[config.mk]
export PLATFORM = sky130hd
export DESIGN_NAME = bdsb_core
export DESIGN_NICKNAME = d
export VERILOG_FILES = /design/src/common/bdsb_pkg.sv /design/src/rtl/bdsb_core.sv
export VERILOG_INCLUDE_DIRS = /design/src /design/src/common
export SDC_FILE = /design/constraint.sdc
export NUM_CORES = 1
export LEC_CHECK = 0
export BUFFER_PORTS_ARGS = -buffer_cell sky130_fd_sc_hd__buf_2
export CAP_MARGIN = 20
export CORE_ASPECT_RATIO = 1.75
export CORE_MARGIN = 4
export CORE_UTILIZATION = 52
export DETAILED_ROUTE_END_ITERATION = 12
export PLACE_DENSITY = 0.82
export SYNTH_ARGS = -nofsm -noshare
export SYNTH_HDL_FRONTEND = slang
export SYNTH_SLANG_ARGS = --single-unit
[constraint.sdc]
create_clock -name i_clk -period 3.3 [get_ports i_clk]
set_clock_uncertainty 0.05 [all_clocks]
set_input_delay 0.165 -clock i_clk [delete_from_list [all_inputs] [get_ports i_clk]]
set_output_delay 0.165 -clock i_clk [all_outputs]
set_load 0.1 [all_outputs]
[src/common/bdsb_defs.svh]
/*
 * Constants for the debug status/control and breakpoint block.
 * Assumes inclusion by bare name from design files.
 */
`ifndef BDSB_DEFS_SVH
`define BDSB_DEFS_SVH

// ****************************************
// Status/control bit positions
// ****************************************
`define BDSB_BIT_PERMIT   7
`define BDSB_BIT_ACTIVE   6
`define BDSB_BIT_BKEN     5
`define BDSB_BIT_FORCE    4
`define BDSB_BIT_CLKSEL   3
`define BDSB_BIT_WAIT     2
`define BDSB_BIT_WFAIL    1
`define BDSB_BIT_SAF      0

// ****************************************
// Reset values
// ****************************************
`define BDSB_CTRL_RESET   8'h00
`define BDSB_BKPT_RESET   16'h0000

`endif

[src/common/bdsb_pkg.sv]
/*
 * Types for the debug status/control and breakpoint block.
 * Assumes nothing of its surroundings.
 */
package bdsb_pkg;

	// Command strobes from the serial command decoder.
	typedef struct packed {
		logic        rd_status;
		logic        wr_control;
		logic        rd_bkpt;
		logic        wr_bkpt;
		logic [15:0] wdata;
	} bdsb_cmd_s;

	// CPU status as seen by the debug controller.
	typedef struct packed {
		logic        in_background;
		logic        in_wait_stop;
		logic        fetch_valid;
		logic [15:0] addr;
		logic        mem_cmd_fail_wait;
		logic        force_bg_cmd;
	} bdsb_cpu_s;

	typedef enum logic [1:0] {
		BDSB_RUN,
		BDSB_WAITSTOP,
		BDSB_BG
	} bdsb_mode_e;

endpackage

[src/rtl/bdsb_core.sv]
/*
 * Debug status/control register and 16-bit breakpoint match register,
 * with the breakpoint request logic that they steer.
 * Assumes a serial command decoder delivering one-cycle command strobes
 * and a CPU reporting its mode, fetch address and memory command result.
 */
`timescale 1ns/10ps
`include "bdsb_defs.svh"

// How it works
// - Control register reached only through serial commands.
// - Permit bit sticks until normal reset.
// - Active bit reads background mode, read only.
// - Breakpoint disabled ignores select and address.
// - Tag marks fetch; force stops at boundary.
// - Clock select bit, zero means alternate.
// - Wait/stop status bit reports wait or stop.
// - Wait/stop drops reads and flags all commands; writes still land.
// - Force command in wait/stop wakes CPU into background.
// - Fail flag set on wait/stop collision.
// - Slow access fail bit always zero.
// - Breakpoint address via serial commands only.
// - Permit unwritable in background; status never written.
// - Unpermitted breakpoint becomes software interrupt.

module bdsb_core
	import bdsb_pkg::*;
(
	// Clock and reset
	input  wire logic        i_clk,
	input  wire logic        i_rst,
	// Serial command side
	input  wire bdsb_cmd_s   i_cmd,
	output logic [15:0]      o_rdata,
	output logic             o_rvalid,
	output logic             o_cmd_blocked,
	// CPU side
	input  wire bdsb_cpu_s   i_cpu,
	output logic             o_tag_req,
	output logic             o_force_req,
	output logic             o_soft_int_req,
	output logic             o_wake_to_bg,
	output logic             o_comm_clock_select
);

	// ****************************************
	// Registers
	// ****************************************
	logic        background_permit;
	logic        breakpoint_enable;
	logic        force_tag_select;
	logic        wait_stop_status;
	logic        wait_stop_fail;
	logic        bg_prev;
	logic [15:0] debug_breakpoint_address;
	logic [7:0]  debug_status_control;
	logic        match;
	logic        cmd_any;
	bdsb_mode_e  mode;

	// Permit bit only sets by command; clears on reset only.
	always_ff @(posedge i_clk or posedge i_rst) begin
		if (i_rst) begin
			background_permit <= 1'b0;
		end else if (i_cmd.wr_control && !i_cpu.in_background &&
			i_cmd.wdata[`BDSB_BIT_PERMIT]) begin
			background_permit <= 1'b1;
		end
	end

	always_ff @(posedge i_clk or posedge i_rst) begin
		if (i_rst) begin
			breakpoint_enable   <= 1'b0;
			force_tag_select    <= 1'b0;
			o_comm_clock_select <= 1'b0;
		end else if (i_cmd.wr_control) begin
			breakpoint_enable   <= i_cmd.wdata[`BDSB_BIT_BKEN];
			force_tag_select    <= i_cmd.wdata[`BDSB_BIT_FORCE];
			o_comm_clock_select <= i_cmd.wdata[`BDSB_BIT_CLKSEL];
		end
	end

	always_ff @(posedge i_clk or posedge i_rst) begin
		if (i_rst) begin
			debug_breakpoint_address <= `BDSB_BKPT_RESET;
		end else if (i_cmd.wr_bkpt) begin
			debug_breakpoint_address <= i_cmd.wdata;
		end
	end

	// ****************************************
	// CPU mode tracking
	// ****************************************
	// Wait/stop status holds through a forced wake into background.
	always_ff @(posedge i_clk or posedge i_rst) begin
		if (i_rst) begin
			mode <= BDSB_RUN;
		end else begin
			case (mode)
			BDSB_RUN: begin
				if (i_cpu.in_wait_stop)
					mode <= BDSB_WAITSTOP;
				else if (i_cpu.in_background)
					mode <= BDSB_BG;
			end
			BDSB_WAITSTOP: begin
				if (!i_cpu.in_wait_stop && !i_cpu.in_background)
					mode <= BDSB_RUN;
			end
			BDSB_BG: begin
				if (!i_cpu.in_background)
					mode <= BDSB_RUN;
			end
			default: mode <= BDSB_RUN;
			endcase
		end
	end

	always_ff @(posedge i_clk or posedge i_rst) begin
		if (i_rst) begin
			wait_stop_status <= 1'b0;
		end else begin
			wait_stop_status <= i_cpu.in_wait_stop ||
				(mode == BDSB_WAITSTOP && i_cpu.in_background);
		end
	end

	// Background level one cycle back, to spot the exit from background.
	always_ff @(posedge i_clk or posedge i_rst) begin
		if (i_rst) begin
			bg_prev <= 1'b0;
		end else begin
			bg_prev <= i_cpu.in_background;
		end
	end

	// Failure flag clears when the CPU leaves background; set wins.
	// The exit is seen from the level itself, so a background entered
	// from wait/stop clears the flag on its way out as well.
	always_ff @(posedge i_clk or posedge i_rst) begin
		if (i_rst) begin
			wait_stop_fail <= 1'b0;
		end else if (i_cpu.mem_cmd_fail_wait) begin
			wait_stop_fail <= 1'b1;
		end else if (bg_prev && !i_cpu.in_background) begin
			wait_stop_fail <= 1'b0;
		end
	end

	// ****************************************
	// Command gating and wake
	// ****************************************
	assign cmd_any = i_cmd.rd_status | i_cmd.wr_control |
		i_cmd.rd_bkpt | i_cmd.wr_bkpt;

	always_ff @(posedge i_clk or posedge i_rst) begin
		if (i_rst) begin
			o_cmd_blocked <= 1'b0;
			o_wake_to_bg  <= 1'b0;
		end else begin
			o_cmd_blocked <= i_cpu.in_wait_stop && cmd_any;
			o_wake_to_bg  <= i_cpu.force_bg_cmd && i_cpu.in_wait_stop;
		end
	end

	// ****************************************
	// Read path
	// ****************************************
	always_comb begin
		debug_status_control = `BDSB_CTRL_RESET;
		debug_status_control[`BDSB_BIT_PERMIT] = background_permit;
		debug_status_control[`BDSB_BIT_ACTIVE] = i_cpu.in_background;
		debug_status_control[`BDSB_BIT_BKEN]   = breakpoint_enable;
		debug_status_control[`BDSB_BIT_FORCE]  = force_tag_select;
		debug_status_control[`BDSB_BIT_CLKSEL] = o_comm_clock_select;
		debug_status_control[`BDSB_BIT_WAIT]   = wait_stop_status;
		debug_status_control[`BDSB_BIT_WFAIL]  = wait_stop_fail;
		debug_status_control[`BDSB_BIT_SAF]    = 1'b0;
	end

	always_ff @(posedge i_clk or posedge i_rst) begin
		if (i_rst) begin
			o_rdata  <= 16'h0000;
			o_rvalid <= 1'b0;
		end else begin
			o_rvalid <= (i_cmd.rd_status || i_cmd.rd_bkpt) &&
				!i_cpu.in_wait_stop;
			if (i_cmd.rd_status)
				o_rdata <= {8'h00, debug_status_control};
			else if (i_cmd.rd_bkpt)
				o_rdata <= debug_breakpoint_address;
		end
	end

	// ****************************************
	// Breakpoint request
	// ****************************************
	assign match = breakpoint_enable && i_cpu.fetch_valid &&
		!i_cpu.in_background &&
		(i_cpu.addr == debug_breakpoint_address);

	always_ff @(posedge i_clk or posedge i_rst) begin
		if (i_rst) begin
			o_tag_req      <= 1'b0;
			o_force_req    <= 1'b0;
			o_soft_int_req <= 1'b0;
		end else begin
			o_tag_req      <= match && background_permit &&
				!force_tag_select;
			o_force_req    <= match && background_permit &&
				force_tag_select;
			o_soft_int_req <= match && !background_permit;
		end
	end

	// ****************************************
	// Checks
	// ****************************************
	permit_sticks_a: assert property (
		@(posedge i_clk) disable iff (i_rst)
		$past(background_permit) |-> background_permit)
		else $error("permit bit cleared without reset");
	permit_bg_lock_a: assert property (
		@(posedge i_clk) disable iff (i_rst)
		(i_cpu.in_background && !background_permit) |=>
		!background_permit)
		else $error("permit set while in background");
	active_bit_a: assert property (
		@(posedge i_clk) disable iff (i_rst)
		i_cmd.rd_status |=> o_rdata[`BDSB_BIT_ACTIVE] ==
		$past(i_cpu.in_background))
		else $error("active bit wrong");
	bp_disabled_a: assert property (
		@(posedge i_clk) disable iff (i_rst)
		!breakpoint_enable |=> !o_tag_req && !o_force_req &&
		!o_soft_int_req)
		else $error("breakpoint fired while disabled");
	force_kind_a: assert property (
		@(posedge i_clk) disable iff (i_rst)
		o_force_req |-> $past(force_tag_select) && !o_tag_req)
		else $error("force request with tag select");
	soft_int_path_a: assert property (
		@(posedge i_clk) disable iff (i_rst)
		(match && !background_permit) |=>
		o_soft_int_req && !o_force_req)
		else $error("unpermitted break not soft interrupt");
	saf_zero_a: assert property (
		@(posedge i_clk) disable iff (i_rst)
		o_rvalid && $past(i_cmd.rd_status) |-> !o_rdata[`BDSB_BIT_SAF])
		else $error("slow access flag set");
	wait_fail_set_a: assert property (
		@(posedge i_clk) disable iff (i_rst)
		i_cpu.mem_cmd_fail_wait |=> wait_stop_fail)
		else $error("wait stop fail not set");
	wait_fail_clear_a: assert property (
		@(posedge i_clk) disable iff (i_rst)
		(bg_prev && !i_cpu.in_background && !i_cpu.mem_cmd_fail_wait)
		|=> !wait_stop_fail)
		else $error("wait stop fail kept after leaving background");
	wait_block_a: assert property (
		@(posedge i_clk) disable iff (i_rst)
		(i_cpu.in_wait_stop && cmd_any) |=>
		o_cmd_blocked && !o_rvalid)
		else $error("command not blocked in wait stop");
	wake_a: assert property (
		@(posedge i_clk) disable iff (i_rst)
		(i_cpu.force_bg_cmd && i_cpu.in_wait_stop) |=> o_wake_to_bg)
		else $error("force command did not wake");

endmodule

After elaboration in Yosys (flattened, before gate mapping)
Index checks and enable logic that the tools add are counted. Widths: inputs -> output; s select.

Output and inout port bits: 23. Register bits: 47.

Bitwise logic cells: 3. Eq/ne operators: 6. Multiplexer cells: 9. Reductions and logical operators: 25.

Operators with widths (number): $mux 16 (2); $eq 16x16->1 (1); $logic_and 1x1->1 (15); $mux 2 (4); $pmux 2 s3 (1); $logic_not 1->1 (4); $ne 2x2->1 const B (2); $reduce_bool 2->1 (2); $ne 3x3->1 const B (1); $or 1x1->1 (3); $reduce_and 3->1 (1); $eq 2x1->1 const B (1); $eq 2x2->1 const B (1); $logic_not 2->1 (1); $logic_or 1x1->1 (2); $mux 1 (2).

Logic depth before layout (Yosys ltp)
Depth after elaboration: 5. Mapped depth: 4.

Worst setup path after synthesis
No wires, ideal clock.

Path type: register -> register. From: register, netlist name o_comm_clock_select. To: register o_comm_clock_select. Library setup time: 126 ps. Path buffers: 0. Cell stages (with the launch flop): 2. Slack: 1982 ps. Arrival: 1142 ps. Cells stage by stage: dfrtp_1 -> mux2_2.

RTL lines: end signal: assignment (line bdsb_core.sv:79) `` o_comm_clock_select <= i_cmd.wdata[`BDSB_BIT_CLKSEL]; ``; end: declaration (line bdsb_core.sv:43) `output logic o_comm_clock_select`.

Worst setup path after layout
From: register debug_breakpoint_address[14]. To: register o_tag_req.

Word-level cells in the longest chain between the ends: 4.

Ends and longest elaborated chain: start: declaration (line bdsb_core.sv:55) `logic [15:0] debug_breakpoint_address;`; start signal: assignment (line bdsb_core.sv:85) `` debug_breakpoint_address <= `BDSB_BKPT_RESET; ``; start signal: assignment (line bdsb_core.sv:87) `debug_breakpoint_address <= i_cmd.wdata;`; $eq 16x16->1 (line bdsb_core.sv:200) `(i_cpu.addr == debug_breakpoint_address);`; $logic_and 1x1->1 (line bdsb_core.sv:199) `!i_cpu.in_background &&`; $logic_and 1x1->1 (2 in a row) (line bdsb_core.sv:208) `o_tag_req <= match && background_permit &&`; end signal: assignment (line bdsb_core.sv:208); end: declaration (line bdsb_core.sv:39) `output logic o_tag_req,`.

No other way between the ends. A chain may end at the register's enable or synchronous reset.

==> parameters.txt <==
Parameter                              Value

Run status
  Result of the run    finished, final reports clean

Global routing
  All-layer global routing usage    0.196
  GRT overflow    0
  Initial antenna violation count    0
  Number of global-route vias before repair    1,537
  First-pass GRT wire length    6990 um
  Largest net degree at the start of global routing    48

Yosys
  Total standard cell area after synthesis    1990 um2
  Post-Syn Instances    153
  Sequential element share of the synthesized area    0.592
  FF+latch count, synth    47
  Proportion of synthesized flip-flops having asynchronous set or reset    1.00
  Synthesized net count    196
  Post-synthesis average cell area    13.0 um2
  Number of library cell types mapped by synthesis    24
  Number of enable-type register cells in the synthesized netlist    0
  Combinational family with the most area after synthesis    multiplexers
  Syn. warnings    0
  Complex-gate fraction of the synthesized area    0.0359
  Fraction of synthesized cell area in xor and xnor cells    0.0705
  Basic-gate share of the synthesized area counting and, or, nand and nor cells    0.0957
  Adder and majority gate portion of the synthesized area    0
  Mux share of post-synthesis cell area    0.188
  Dominant synthesized flop cell    sky130_fd_sc_hd__dfrtp_1

Cells and area
  Final standard cell count with taps included and fillers excluded    267
  Multi-input combinational cell area    776 um2
  Sequential cell area    1180 um2
  Largest registers    debug_breakpoint_address: 16 flops, o_rdata: 16 flops, mode: 2 flops
  Utilization after layout    0.664
  Area growth syn-to-layout    22.5%
  Leading cell types in the layout, fill and taps excluded    65 x sky130_fd_sc_hd__buf_2, 47 x sky130_fd_sc_hd__dfrtp_1, 19 x sky130_fd_sc_hd__mux2_2, 16 x sky130_fd_sc_hd__mux2i_1
  Filler cell count    313
  Most frequent standard cell in the layout excluding fill and tap cells    sky130_fd_sc_hd__buf_2
  Total Nets Final    263
  Ant. Diodes    0
  Fraction of final layout cells with drive strength greater than 1    0.430

Timing
  Final worst-path cycle share    0.444
  Max-slew violation count    0
  Unrepaired setup endpoints after global routing    false
  Max Clock Freq    0.682 GHz
  Final setup violation count    0
  Worst Max-Slew Pin Slew    944 ps
  Smallest hold slack    15.8 ps
  Final-layout setup total negative slack    0 ps
  Final-report hold violation count    0
  Min Tclk post-route    1470 ps
  Worst rel slew slack    0.369

Floorplan
  Die ar.    4910 um2
  Die extent in y    89.8 um
  # rows    29
  Effective utilization at floorplan    0.542
  Number of top-level pins    66
  Chip Width    54.7 um
  CORE AREA    3660 um2

Clock network
  Total CTS buffers    5
  Insertion delay to the later sink of the worst-skew pair    290 ps
  Root cell of the clock tree    sky130_fd_sc_hd__clkbuf_8
  TritonCTS clock tree    yes
  Cells resized by post-CTS repair    0
  Htree depth    2
  Buffers from clock root to sink, at most    2
  Total number of clock tree sinks    47
  Clk slew on worst S/H paths    80 ps

Routing
  Total number of vias    1,360
  Number of violations reported at the end of detailed-routing iteration 0    14
  Drt pass-1 iters    4
  Final ANT Viol Nets    0
  Total DRC errors in the routed layout    0
  Wire per inst    15.4 um
  Drt total wl    4110 um
  Via density per instance    5.09

Run
  Number of violations of the max-capacitance limit    0

Placement
  Gpl congestion    0.739
  Placed cell count    258
  Buffers added on ports    65
  Detailed Place HPWL    3090 um

Power
  Total power density per cell area    538 nW/um2
  Static Leak    1.22 nW
  Sum of internal, switching and leakage power    0.00131 W
  Maximum vdd drop    0.412 mV

Worst setup path
  Slowest stage cell, crit path    sky130_fd_sc_hd__dfrtp_1
  CP required    3450 ps
  Depth of the worst register-to-register path    4
  Arrival @ worst endpoint    1610 ps
  Slowest stage delay, CP    400 ps
  Critical Path Most Common Cell    sky130_fd_sc_hd__nor4_2
  Maximum fanout count along the critical path    3
  Cell depth of the worst setup path    4
  Class of the most critical setup path    register to register
  Worst Path Buf+Inv    0
  Ordered cell list for the critical path    xor2_1, nor4_2, nand4_1, nor4_2
  Endpoint class of the critical path    register
  Startpoint types    register
  Crit path max-delay family    simple AND/OR/NAND/NOR gates

Min path
  Worst min-delay path category    primary input to register
  Worst hold path cell count    1
[cell usage after synthesis (all sizes together) (2+ instances only)]
| master | count | share of area |
|---|---|---|
| xor2 | 12 | 0.053 |
| nor2 | 12 | 0.023 |
| clkbuf | 2 | 0.0038 |
| o21ai | 8 | 0.020 |
| mux2 | 19 | 0.11 |
| nor3 | 2 | 0.0050 |
| inv | 2 | 0.0038 |
| buf | 4 | 0.010 |
| mux2i | 16 | 0.081 |
| nor4 | 4 | 0.025 |
| dfrtp | 47 | 0.59 |
| xnor2 | 4 | 0.018 |
| nand2 | 10 | 0.019 |
[area by class of cell]
class / count / share of cell area
clock inverters: 1 / 0.00206
well taps: 46 / 0.0237
clock buffers: 7 / 0.0314
inverters: 2 / 0.00308
repair buffers: 66 / 0.138
multi-input cells: 98 / 0.319
flip-flops and latches: 47 / 0.483
[stage by stage]
step	worst slack, ps	area, um2
CTS	1830	2430
global placement	1900	2340
global route	1700	2430
detailed placement	1850	2340
floorplan	1970	1990
finish	1830	2430
[where the power goes]
group	leakage, nW	internal [W]	switching (W)	total [W]
registers	0.569	0.000623	0.0000328	0.000656
clock network	0.0422	0.000149	0.000172	0.000321
logic	0.608	0.0000904	0.000241	0.000331
total	1.22	0.000862	0.000446	0.00131
[cell families (layout without fill, tap and decap cells)]
group / after synthesis / after routing
compound gates: 12 / 12
buf+inv: 8 / 76
mux: 35 / 35
xor+xnor: 16 / 16
flops: 47 / 47
simple gates: 35 / 35
[repair_timing]
item | 4_1_cts | 5_1_grt
hold buffers | 1 | 0
buffers inserted | 0 | 0
hold endpoints to repair | 1 | 0
[worst paths after layout]
kind / startpoint / to / slack [ps]
max: debug_breakpoint_address[14] / o_tag_req / 1830
min: i_cpu[20] / bg_prev / 20
max reg2reg: debug_breakpoint_address[14] / o_tag_req / 1830
min reg2reg: mode[0] / mode[1] / 410
max in group asynchronous: i_rst / debug_breakpoint_address[10] / 2580
min in group asynchronous: i_rst / o_rdata[3] / 30
[metal layers]
layer  up-vias  routed length, um  track usage
met2        39               2360        0.341
met1       659               1460        0.225
met4         0                 71       0.0686
met3         7                213       0.0348
li1        655                  -            -
met5         -                  0            0
Note: power is estimated with default switching activity, not from simulation.
